## config.mk

```make
export PLATFORM = sky130hd
export DESIGN_NAME = core_aux_control
export DESIGN_NICKNAME = d
export VERILOG_FILES = /design/src/core_aux_control.v
export VERILOG_INCLUDE_DIRS = /design/src
export SDC_FILE = /design/constraint.sdc
export NUM_CORES = 1
export LEC_CHECK = 0
export BUFFER_PORTS_ARGS = -buffer_cell sky130_fd_sc_hd__clkbuf_2
export CORE_UTILIZATION = 55
export DETAILED_ROUTE_END_ITERATION = 8
export PLACE_DENSITY = 0.77
export SLEW_MARGIN = 20
export SYNTH_ARGS = -nofsm -noshare
export SYNTH_HDL_FRONTEND = slang
export SYNTH_SLANG_ARGS = --single-unit
```

## constraint.sdc

```tcl
create_clock -name pclk -period 2.4 [get_ports pclk]
set_input_delay 0.48 -clock pclk [delete_from_list [all_inputs] [get_ports pclk]]
set_output_delay 0.48 -clock pclk [all_outputs]
set_load 0.02 [all_outputs]
```

## src/core_aux_control_regs.vh

```
// register map, field positions and reset values of the core auxiliary control block
`ifndef CORE_AUX_CONTROL_REGS_VH
`define CORE_AUX_CONTROL_REGS_VH
// register indices as printed; byte address is four times the index
`define IDX_AUX_STROBE_CONTROL 8'h8e
`define IDX_AUX_POINTER_SELECT 8'ha2
`define IDX_INTERRUPT_ENABLE 8'ha8
// own registers for the selected pointer bytes, the pointer operations and the irq status
`define IDX_POINTER_LOW 8'h82
`define IDX_POINTER_HIGH 8'h83
`define IDX_POINTER_CMD 8'hb0
`define IDX_POINTER_LOAD 8'hb1
`define IDX_IRQ_STATUS 8'hb2
`define IDX_EXT_ADDRESS 8'hb3
// interrupt enable fields
`define IE_GLOBAL 7
`define IE_RESERVED 6
`define IE_SOURCES 6
// auxiliary register fields
`define STROBE_OFF_BIT 0
`define PTR_SELECT_BIT 0
`define ZERO_BIT 2
`define USER_FLAG_BIT 3
// pointer command codes in the command register
`define CMD_INCREMENT 2'h1
`define CMD_INC_AUX 2'h2
// reset values and strobe counter wrap point
`define IE_RESET 8'h00
`define AUX_RESET 8'h00
`define PTR_RESET 16'h0000
`define STROBE_PERIOD 4'h5
`endif

```

## src/core_aux_control.v

```verilog
// apb register logic for interrupt enables, strobe suppression and dual data pointer
//
// Decided for this implementation: the APB register port.
`timescale 1ns/1ns
`default_nettype none
`include "core_aux_control_regs.vh"
// Functional notes
// - global enable clear blocks every interrupt source regardless of individual enables
// - with global enable set each source follows its own enable bit
// - six source enables at bits 5..0, one enables, zero disables
// - strobe-off bit stops pulses on the address latch strobe output
// - two independent 16-bit data pointers chosen by one select bit
// - select bit at bit 0 of pointer-select register, 0 pointer zero, 1 pointer one
// - bit 2 of pointer-select register ignores writes and reads zero
// - incrementing pointer-select register toggles select, leaves user flag intact
// - bit 3 of pointer-select register is a plain software flag
// - every pointer operation uses the currently selected pointer
// - pointer increment adds one to the full 16-bit selected pointer
// - immediate load writes a 16-bit constant into selected pointer
// - external data access presents selected pointer as 16-bit address
// - selected pointer low and high bytes are individually readable and writable
module core_aux_control
(
    // apb slave side
    input wire pclk,
    input wire presetn,
    input wire psel,
    input wire penable,
    input wire pwrite,
    input wire [11:0] paddr,
    input wire [31:0] pwdata,
    output reg [31:0] prdata,
    output reg pready,
    output reg pslverr,
    // interrupt requests in, gated requests out
    input wire [5:0] irq_request,
    output reg [5:0] irq_pass,
    // external bus side
    output reg addr_strobe,
    output reg [15:0] ext_address
);

////////////////////////////////////////////////////////////////////////////////
// state

// architectural registers
reg [7:0] interrupt_enable_reg;
reg [7:0] aux_strobe_control_reg;
reg [7:0] aux_pointer_select_reg;
reg [15:0] pointer_zero_reg;
reg [15:0] pointer_one_reg;
// strobe counter and interrupt synchroniser
reg [3:0] strobe_count_reg;
reg [5:0] irq_sync1_reg;
reg [5:0] irq_sync2_reg;

// decoded bus phases, pointer selection and strobe timing
wire [9:0] word_index;
wire wr_access;
wire setup_phase;
wire rd_setup;
wire wr_commit;
wire pointer_select;
wire [15:0] data_pointer;
wire addr_hit;
wire strobe_wrap;
wire strobe_slot;
reg [31:0] read_value;

// byte address to register index; the two low address bits are ignored
assign word_index = paddr[11:2];
assign wr_access = psel & penable & pwrite;
// setup phase: the answer is prepared here so that it stands in the access phase
assign setup_phase = psel & ~penable;
assign rd_setup = setup_phase & ~pwrite;
// a write lands only in the access phase that is being acknowledged
assign wr_commit = wr_access & pready;
// wrap point and pulse slot of the strobe counter
assign strobe_wrap = (strobe_count_reg == `STROBE_PERIOD);
assign strobe_slot = (strobe_count_reg == 4'h0);
assign pointer_select = aux_pointer_select_reg[`PTR_SELECT_BIT];
assign data_pointer = pointer_select ? pointer_one_reg : pointer_zero_reg;

// true when the index names an implemented register
function is_mapped;
    input [9:0] idx;
    begin
        is_mapped = (idx == {2'h0, `IDX_AUX_STROBE_CONTROL}) ||
            (idx == {2'h0, `IDX_AUX_POINTER_SELECT}) ||
            (idx == {2'h0, `IDX_INTERRUPT_ENABLE}) ||
            (idx == {2'h0, `IDX_POINTER_LOW}) ||
            (idx == {2'h0, `IDX_POINTER_HIGH}) ||
            (idx == {2'h0, `IDX_POINTER_CMD}) ||
            (idx == {2'h0, `IDX_POINTER_LOAD}) ||
            (idx == {2'h0, `IDX_IRQ_STATUS}) ||
            (idx == {2'h0, `IDX_EXT_ADDRESS});
    end
endfunction

// compare the decoded index against one register
function hit;
    input [9:0] idx;
    input [7:0] reg_idx;
    begin
        hit = (idx == {2'h0, reg_idx});
    end
endfunction

// select-register write value: bit 2 forced low, unused bits low
function [7:0] aux_sel_mask;
    input [7:0] value;
    begin
        aux_sel_mask = {4'h0, value[`USER_FLAG_BIT], 1'b0, 1'b0, value[`PTR_SELECT_BIT]};
    end
endfunction

// interrupt enable value with the unimplemented bit cleared
function [7:0] ie_mask;
    input [7:0] value;
    begin
        ie_mask = value & ~(8'h01 << `IE_RESERVED);
    end
endfunction

assign addr_hit = is_mapped(word_index);

////////////////////////////////////////////////////////////////////////////////
// read multiplexer; write-only and unmapped indices read as zero

always @*
begin
    read_value = 32'h00000000;
    if (hit(word_index, `IDX_INTERRUPT_ENABLE))
        read_value = {24'h0, ie_mask(interrupt_enable_reg)};
    else if (hit(word_index, `IDX_AUX_STROBE_CONTROL))
        read_value = {24'h0, aux_strobe_control_reg};
    else if (hit(word_index, `IDX_AUX_POINTER_SELECT))
        read_value = {24'h0, aux_pointer_select_reg};
    else if (hit(word_index, `IDX_POINTER_LOW))
        read_value = {24'h0, data_pointer[7:0]};
    else if (hit(word_index, `IDX_POINTER_HIGH))
        read_value = {24'h0, data_pointer[15:8]};
    else if (hit(word_index, `IDX_POINTER_LOAD))
        read_value = {16'h0, data_pointer};
    else if (hit(word_index, `IDX_IRQ_STATUS))
        read_value = {26'h0, irq_pass};
    else if (hit(word_index, `IDX_EXT_ADDRESS))
        read_value = {16'h0, ext_address};
end

////////////////////////////////////////////////////////////////////////////////
// apb handshake: zero wait states, unmapped addresses answer with pslverr

always @(posedge pclk or negedge presetn)
begin
    if (!presetn)
    begin
        pready <= 1'b0;
        pslverr <= 1'b0;
        prdata <= 32'h00000000;
    end
    else
    begin
        pready <= setup_phase;
        pslverr <= setup_phase & ~addr_hit;
        // cleared outside the access phase so that a stale word never stands
        prdata <= 32'h00000000;
        if (rd_setup)
            prdata <= read_value;
    end
end

////////////////////////////////////////////////////////////////////////////////
// control registers; writes take effect in the access phase

always @(posedge pclk or negedge presetn)
begin
    if (!presetn)
    begin
        interrupt_enable_reg <= `IE_RESET;
        aux_strobe_control_reg <= `AUX_RESET;
        aux_pointer_select_reg <= `AUX_RESET;
    end
    else if (wr_commit)
    begin
        if (hit(word_index, `IDX_INTERRUPT_ENABLE))
            interrupt_enable_reg <= ie_mask(pwdata[7:0]);
        if (hit(word_index, `IDX_AUX_STROBE_CONTROL))
            aux_strobe_control_reg <= pwdata[7:0];
        // only the select bit and the user flag take the written value
        if (hit(word_index, `IDX_AUX_POINTER_SELECT))
            aux_pointer_select_reg <= aux_sel_mask(pwdata[7:0]);
        if (hit(word_index, `IDX_POINTER_CMD) && (pwdata[1:0] == `CMD_INC_AUX))
            // plain increment; bit 1 is always zero so the carry stops there
            aux_pointer_select_reg <= aux_sel_mask(aux_pointer_select_reg + 8'h01);
    end
end

////////////////////////////////////////////////////////////////////////////////
// data pointers: only the selected one is ever touched
// the other pointer keeps its value, so software can park an address in it

always @(posedge pclk or negedge presetn)
begin
    if (!presetn)
    begin
        pointer_zero_reg <= `PTR_RESET;
        pointer_one_reg <= `PTR_RESET;
    end
    else if (wr_commit)
    begin
        if (hit(word_index, `IDX_POINTER_LOW))
        begin
            if (pointer_select)
                pointer_one_reg[7:0] <= pwdata[7:0];
            else
                pointer_zero_reg[7:0] <= pwdata[7:0];
        end
        if (hit(word_index, `IDX_POINTER_HIGH))
        begin
            if (pointer_select)
                pointer_one_reg[15:8] <= pwdata[7:0];
            else
                pointer_zero_reg[15:8] <= pwdata[7:0];
        end
        if (hit(word_index, `IDX_POINTER_LOAD))
        begin
            if (pointer_select)
                pointer_one_reg <= pwdata[15:0];
            else
                pointer_zero_reg <= pwdata[15:0];
        end
        if (hit(word_index, `IDX_POINTER_CMD) && (pwdata[1:0] == `CMD_INCREMENT))
        begin
            if (pointer_select)
                pointer_one_reg <= pointer_one_reg + 16'h0001;
            else
                pointer_zero_reg <= pointer_zero_reg + 16'h0001;
        end
    end
end

////////////////////////////////////////////////////////////////////////////////
// external address follows the selected pointer one cycle later
// registered so the pin never glitches on a select change; costs one cycle

always @(posedge pclk or negedge presetn)
begin
    if (!presetn)
        ext_address <= `PTR_RESET;
    else
        ext_address <= data_pointer;
end

////////////////////////////////////////////////////////////////////////////////
// interrupt gating; requests come from outside the domain, so sync first

always @(posedge pclk or negedge presetn)
begin
    if (!presetn)
    begin
        irq_sync1_reg <= 6'h00;
        irq_sync2_reg <= 6'h00;
        irq_pass <= 6'h00;
    end
    else
    begin
        // only the second stage feeds logic; the first may still be settling
        irq_sync1_reg <= irq_request;
        irq_sync2_reg <= irq_sync1_reg;
        if (interrupt_enable_reg[`IE_GLOBAL])
            irq_pass <= irq_sync2_reg & interrupt_enable_reg[`IE_SOURCES-1:0];
        else
            irq_pass <= 6'h00;
    end
end

////////////////////////////////////////////////////////////////////////////////
// free-running strobe generator; strobe-off holds it low to cut emissions

always @(posedge pclk or negedge presetn)
begin
    if (!presetn)
    begin
        strobe_count_reg <= 4'h0;
        addr_strobe <= 1'b0;
    end
    else
    begin
        // the counter keeps running while off, so pulses resume in their old slots
        if (strobe_wrap)
            strobe_count_reg <= 4'h0;
        else
            strobe_count_reg <= strobe_count_reg + 4'h1;
        if (aux_strobe_control_reg[`STROBE_OFF_BIT])
            addr_strobe <= 1'b0;
        else
            addr_strobe <= strobe_slot;
    end
end

endmodule
`default_nettype wire

```

==> results list <==
- The share of synthesized area in the top cell type comes to 0.453.
- Switch Pwr: 0.993 mW
* Number of iterations in the first detailed-routing pass: 7
* Signal arrival time at the worst endpoint: 2490 ps
- H-tree depth: 3
* Min-Delay Path Class: input port to async pin
- The number of cells on the worst reg-to-reg path is 5.
* Vias in the first global route: 5311
* Antenna violations before repair: 0
* Avg Synthesized Cell Area: 9.40 µm²
- I/O Pins: 112
- Mapped cell area: 5860 µm²
- The most used flip-flop cell after synthesis is sky130_fd_sc_hd__dfrtp_1.
- TritonCTS clock tree: done
- Entering global routing, the biggest net connects 43 pins.
- Of the total power, the share spent switching nets is 0.287.
* Leading cell type in the layout, fill and taps excluded: sky130_fd_sc_hd__dfrtp_1
* Number of synthesized flops with an enable pin: 0
* Total wirelength of the detailed-routed design: 18800 µm
* FILL cells: 850
* Number of violations reported at the end of detailed-routing iteration 0: 597
* Required time of the critical path: 2670 ps
- Power density cells: 496 nW/µm²
- Maxcap violations: 0
* Final period demand of the worst path: 2220 ps
* Remaining routing DRC violations: 0
- Dividing the detail-routed via count by the number of cells gives 6.42.
* Sequential share of power: 0.543
- TritonCTS created 9 clock buffers.
- GP Congestion: 0.932
- In this run the static leakage power is 3.25 nW.
- The die covers 11100 µm².
* Share of the cycle needed by the critical path after routing: 0.925
* Area of the placeable core: 10300 µm²
- Path type of the worst setup path: register to register
* Most frequent cells in the layout: 106 x sky130_fd_sc_hd__dfrtp_1, 76 x sky130_fd_sc_hd__clkbuf_2, 68 x sky130_fd_sc_hd__buf_4, 53 x sky130_fd_sc_hd__o21ai_0, 45 x sky130_fd_sc_hd__nor2_1
* Yosys warns: 0
- The first global-routing pass estimated 29300 µm of wire.
- Overall track demand over capacity in global routing: 0.351
* Clock transition at the register clock pins on the worst setup and hold paths after CTS: 110 ps
- Setup violations remaining at the end of the flow were counted as 0.
* Final Hold Violating Endpoints: 0
* Quantity of hold-fixing buffers added after cts: 0
- Maximum root-to-sink buffer count: 2
* Maximum clock frequency: 451 MHz
- The initialized floorplan defines 37 standard-cell rows.
- Gates resized, CTS repair: 0
- After routing the design area is 6970 µm².
* Insertion delay to the later sink of the worst-skew pair: 390 ps
- In this run the tightest slew margin relative to its limit is 0.556.
* Cell type with the largest total area after synthesis: sky130_fd_sc_hd__dfrtp_1
- Total congestion overflow after global routing: 0
- The final max-slew violation count is 0.
- Maximum fanout along the worst path: 14
- In this run the critical register-to-register path is launched from aux_pointer_select_reg[0].
- The number of antenna diodes in the final layout is 0.
- The endpoint identified for the worst register-to-register timing path is prdata[3].
- RSZ-0062 raised after global routing: false
- DR vias: 5672
- The completed layout was analyzed and its total power is 3.46 mW.
- I/O Buffers: 77
* Final antenna-violating net count: 0
- Of the cells placed in the final design, the portion with a size suffix greater than 1 is 0.264.
- Synthesized flop and latch total: 106
* Share of the yosys chip area belonging to registers: 0.453
* Part of the total power dissipated in combinational logic: 0.099
- Startpoint types: register
- In the final routed layout, each cell accounts on average for 21.3 µm.
- Buffer type at the clock tree root: sky130_fd_sc_hd__clkbuf_8
* Die span in x: 105 µm
- Of the total power, the clock network draws 0.358.
- Across the VDD grid, the largest voltage drop is 0.000331 V.
* Detailed Place HPWL: 14200 µm
* Run status: finished clean
- Die Height: 105 µm
- The initial utilization of the core area, before any placement, comes to 0.567.
* Pint: 2.47 mW
* Actual transition at the worst max-transition pin: 666 ps
* Clk sink count: 106
* R2r setup slk: 180 ps
- Element type at the critical path end: register
- Synth async-reset ratio: 1.00
* Setup fix buffers added after clock tree synthesis: 0
* Cell Area, Placed: 6740 µm²
- Worst Skew: 11.8 ps
* Synth-to-Final Area Change: 19.0%
- Sorting the synthesized cells by area gives the leading types as sky130_fd_sc_hd__dfrtp_1 45%, sky130_fd_sc_hd__mux2_2 4.8%, sky130_fd_sc_hd__o21ai_0 4.5%.
- In the synthesized netlist, the number of instances is 623.
* Net count reported at finish: 799
* Count of different cell masters after synthesis: 64
[layout make-up]
class	count	area (µm²)	share of cell area
clock buffers	9	124	0.0178
clock inverters	7	108	0.0154
inverters	20	75.1	0.0108
multi-input cells	458	2890	0.415
flip-flops and latches	106	2650	0.381
well taps	136	170	0.0244
repair buffers	147	951	0.136
[critical path, cell delays in order, from the launching register on]
cell and delay [ps]:
sky130_fd_sc_hd__dfrtp_1 780, sky130_fd_sc_hd__buf_4 310, sky130_fd_sc_hd__mux2i_1 480, sky130_fd_sc_hd__a2111oi_0 210, sky130_fd_sc_hd__a31oi_1 200, sky130_fd_sc_hd__o22ai_1 110
[stage by stage]
step | hold slack, ps | TNS, ps | cells | setup slack (ps) | util
floorplan | 184 | 0 | 638 | 53.3 | -
global placement | 333 | -1230 | 867 | -151 | 0.653
detailed placement | 339 | -1470 | 867 | -152 | 0.653
global route | 128 | 0 | 883 | 63.0 | 0.675
CTS | 102 | 0 | 883 | 230 | 0.675
finish | 82.3 | 0 | 883 | 181 | 0.675
[per-layer routing]
layer,vias to the layer above,global-route usage,wire (µm)
li1,2532,-,-
met1,2754,0.491,7890
met2,338,0.543,8540
met3,48,0.0618,1770
met4,0,0.139,581
met5,-,0,0
[worst max-delay path by stage]
stage                                   start                    to  slack, ps  cells past startpoint
floorplan                            paddr[6]  pointer_zero_reg[13]         50                      9
global placement                     paddr[5]   pointer_one_reg[15]       -150                      7
detailed placement                   paddr[5]   pointer_one_reg[10]       -150                      7
CTS                 aux_pointer_select_reg[0]    pointer_one_reg[4]        230                      6
global route        aux_pointer_select_reg[0]    pointer_one_reg[4]         60                      6
finish              aux_pointer_select_reg[0]             prdata[3]        180                      5
[logic make-up after synthesis]
family | synth area share
DFF | 0.453
buffers and inverters | 0.0636
and+or+nand+nor | 0.192
AOI/OAI and AO/OA | 0.205
muxes | 0.0805
xor gates and xnor gates | 0.00150
other | 0.000640
adders and majority gates | 0.00427
[power by group through the flow]
stage	combinational [mW]	clock [mW]	sequential (mW)
after floorplan	0.175	0	1.90
after global placement	0.327	0	1.91
after detailed placement	0.337	0	1.91
after CTS	0.338	1.26	1.88
after global routing	0.372	1.32	1.88
final	0.341	1.24	1.88
[Yosys cell counts (7+ instances only)]
master and instances:
sky130_fd_sc_hd__nand3_1 20, sky130_fd_sc_hd__buf_4 16, sky130_fd_sc_hd__nor2b_1 10, sky130_fd_sc_hd__mux2i_1 19
sky130_fd_sc_hd__nor2_1 45, sky130_fd_sc_hd__nand2b_1 8, sky130_fd_sc_hd__mux2_2 25, sky130_fd_sc_hd__o22a_1 7
sky130_fd_sc_hd__o21ai_0 53, sky130_fd_sc_hd__nor4_1 8, sky130_fd_sc_hd__o22ai_1 12, sky130_fd_sc_hd__nand2_1 41
sky130_fd_sc_hd__nor3_1 21, sky130_fd_sc_hd__a21oi_1 44, sky130_fd_sc_hd__nand4_1 14, sky130_fd_sc_hd__o21a_1 7
sky130_fd_sc_hd__inv_1 20, sky130_fd_sc_hd__clkbuf_1 26, sky130_fd_sc_hd__and3_1 11, sky130_fd_sc_hd__dfrtp_1 106
Note: power is estimated with default switching activity, not from simulation.
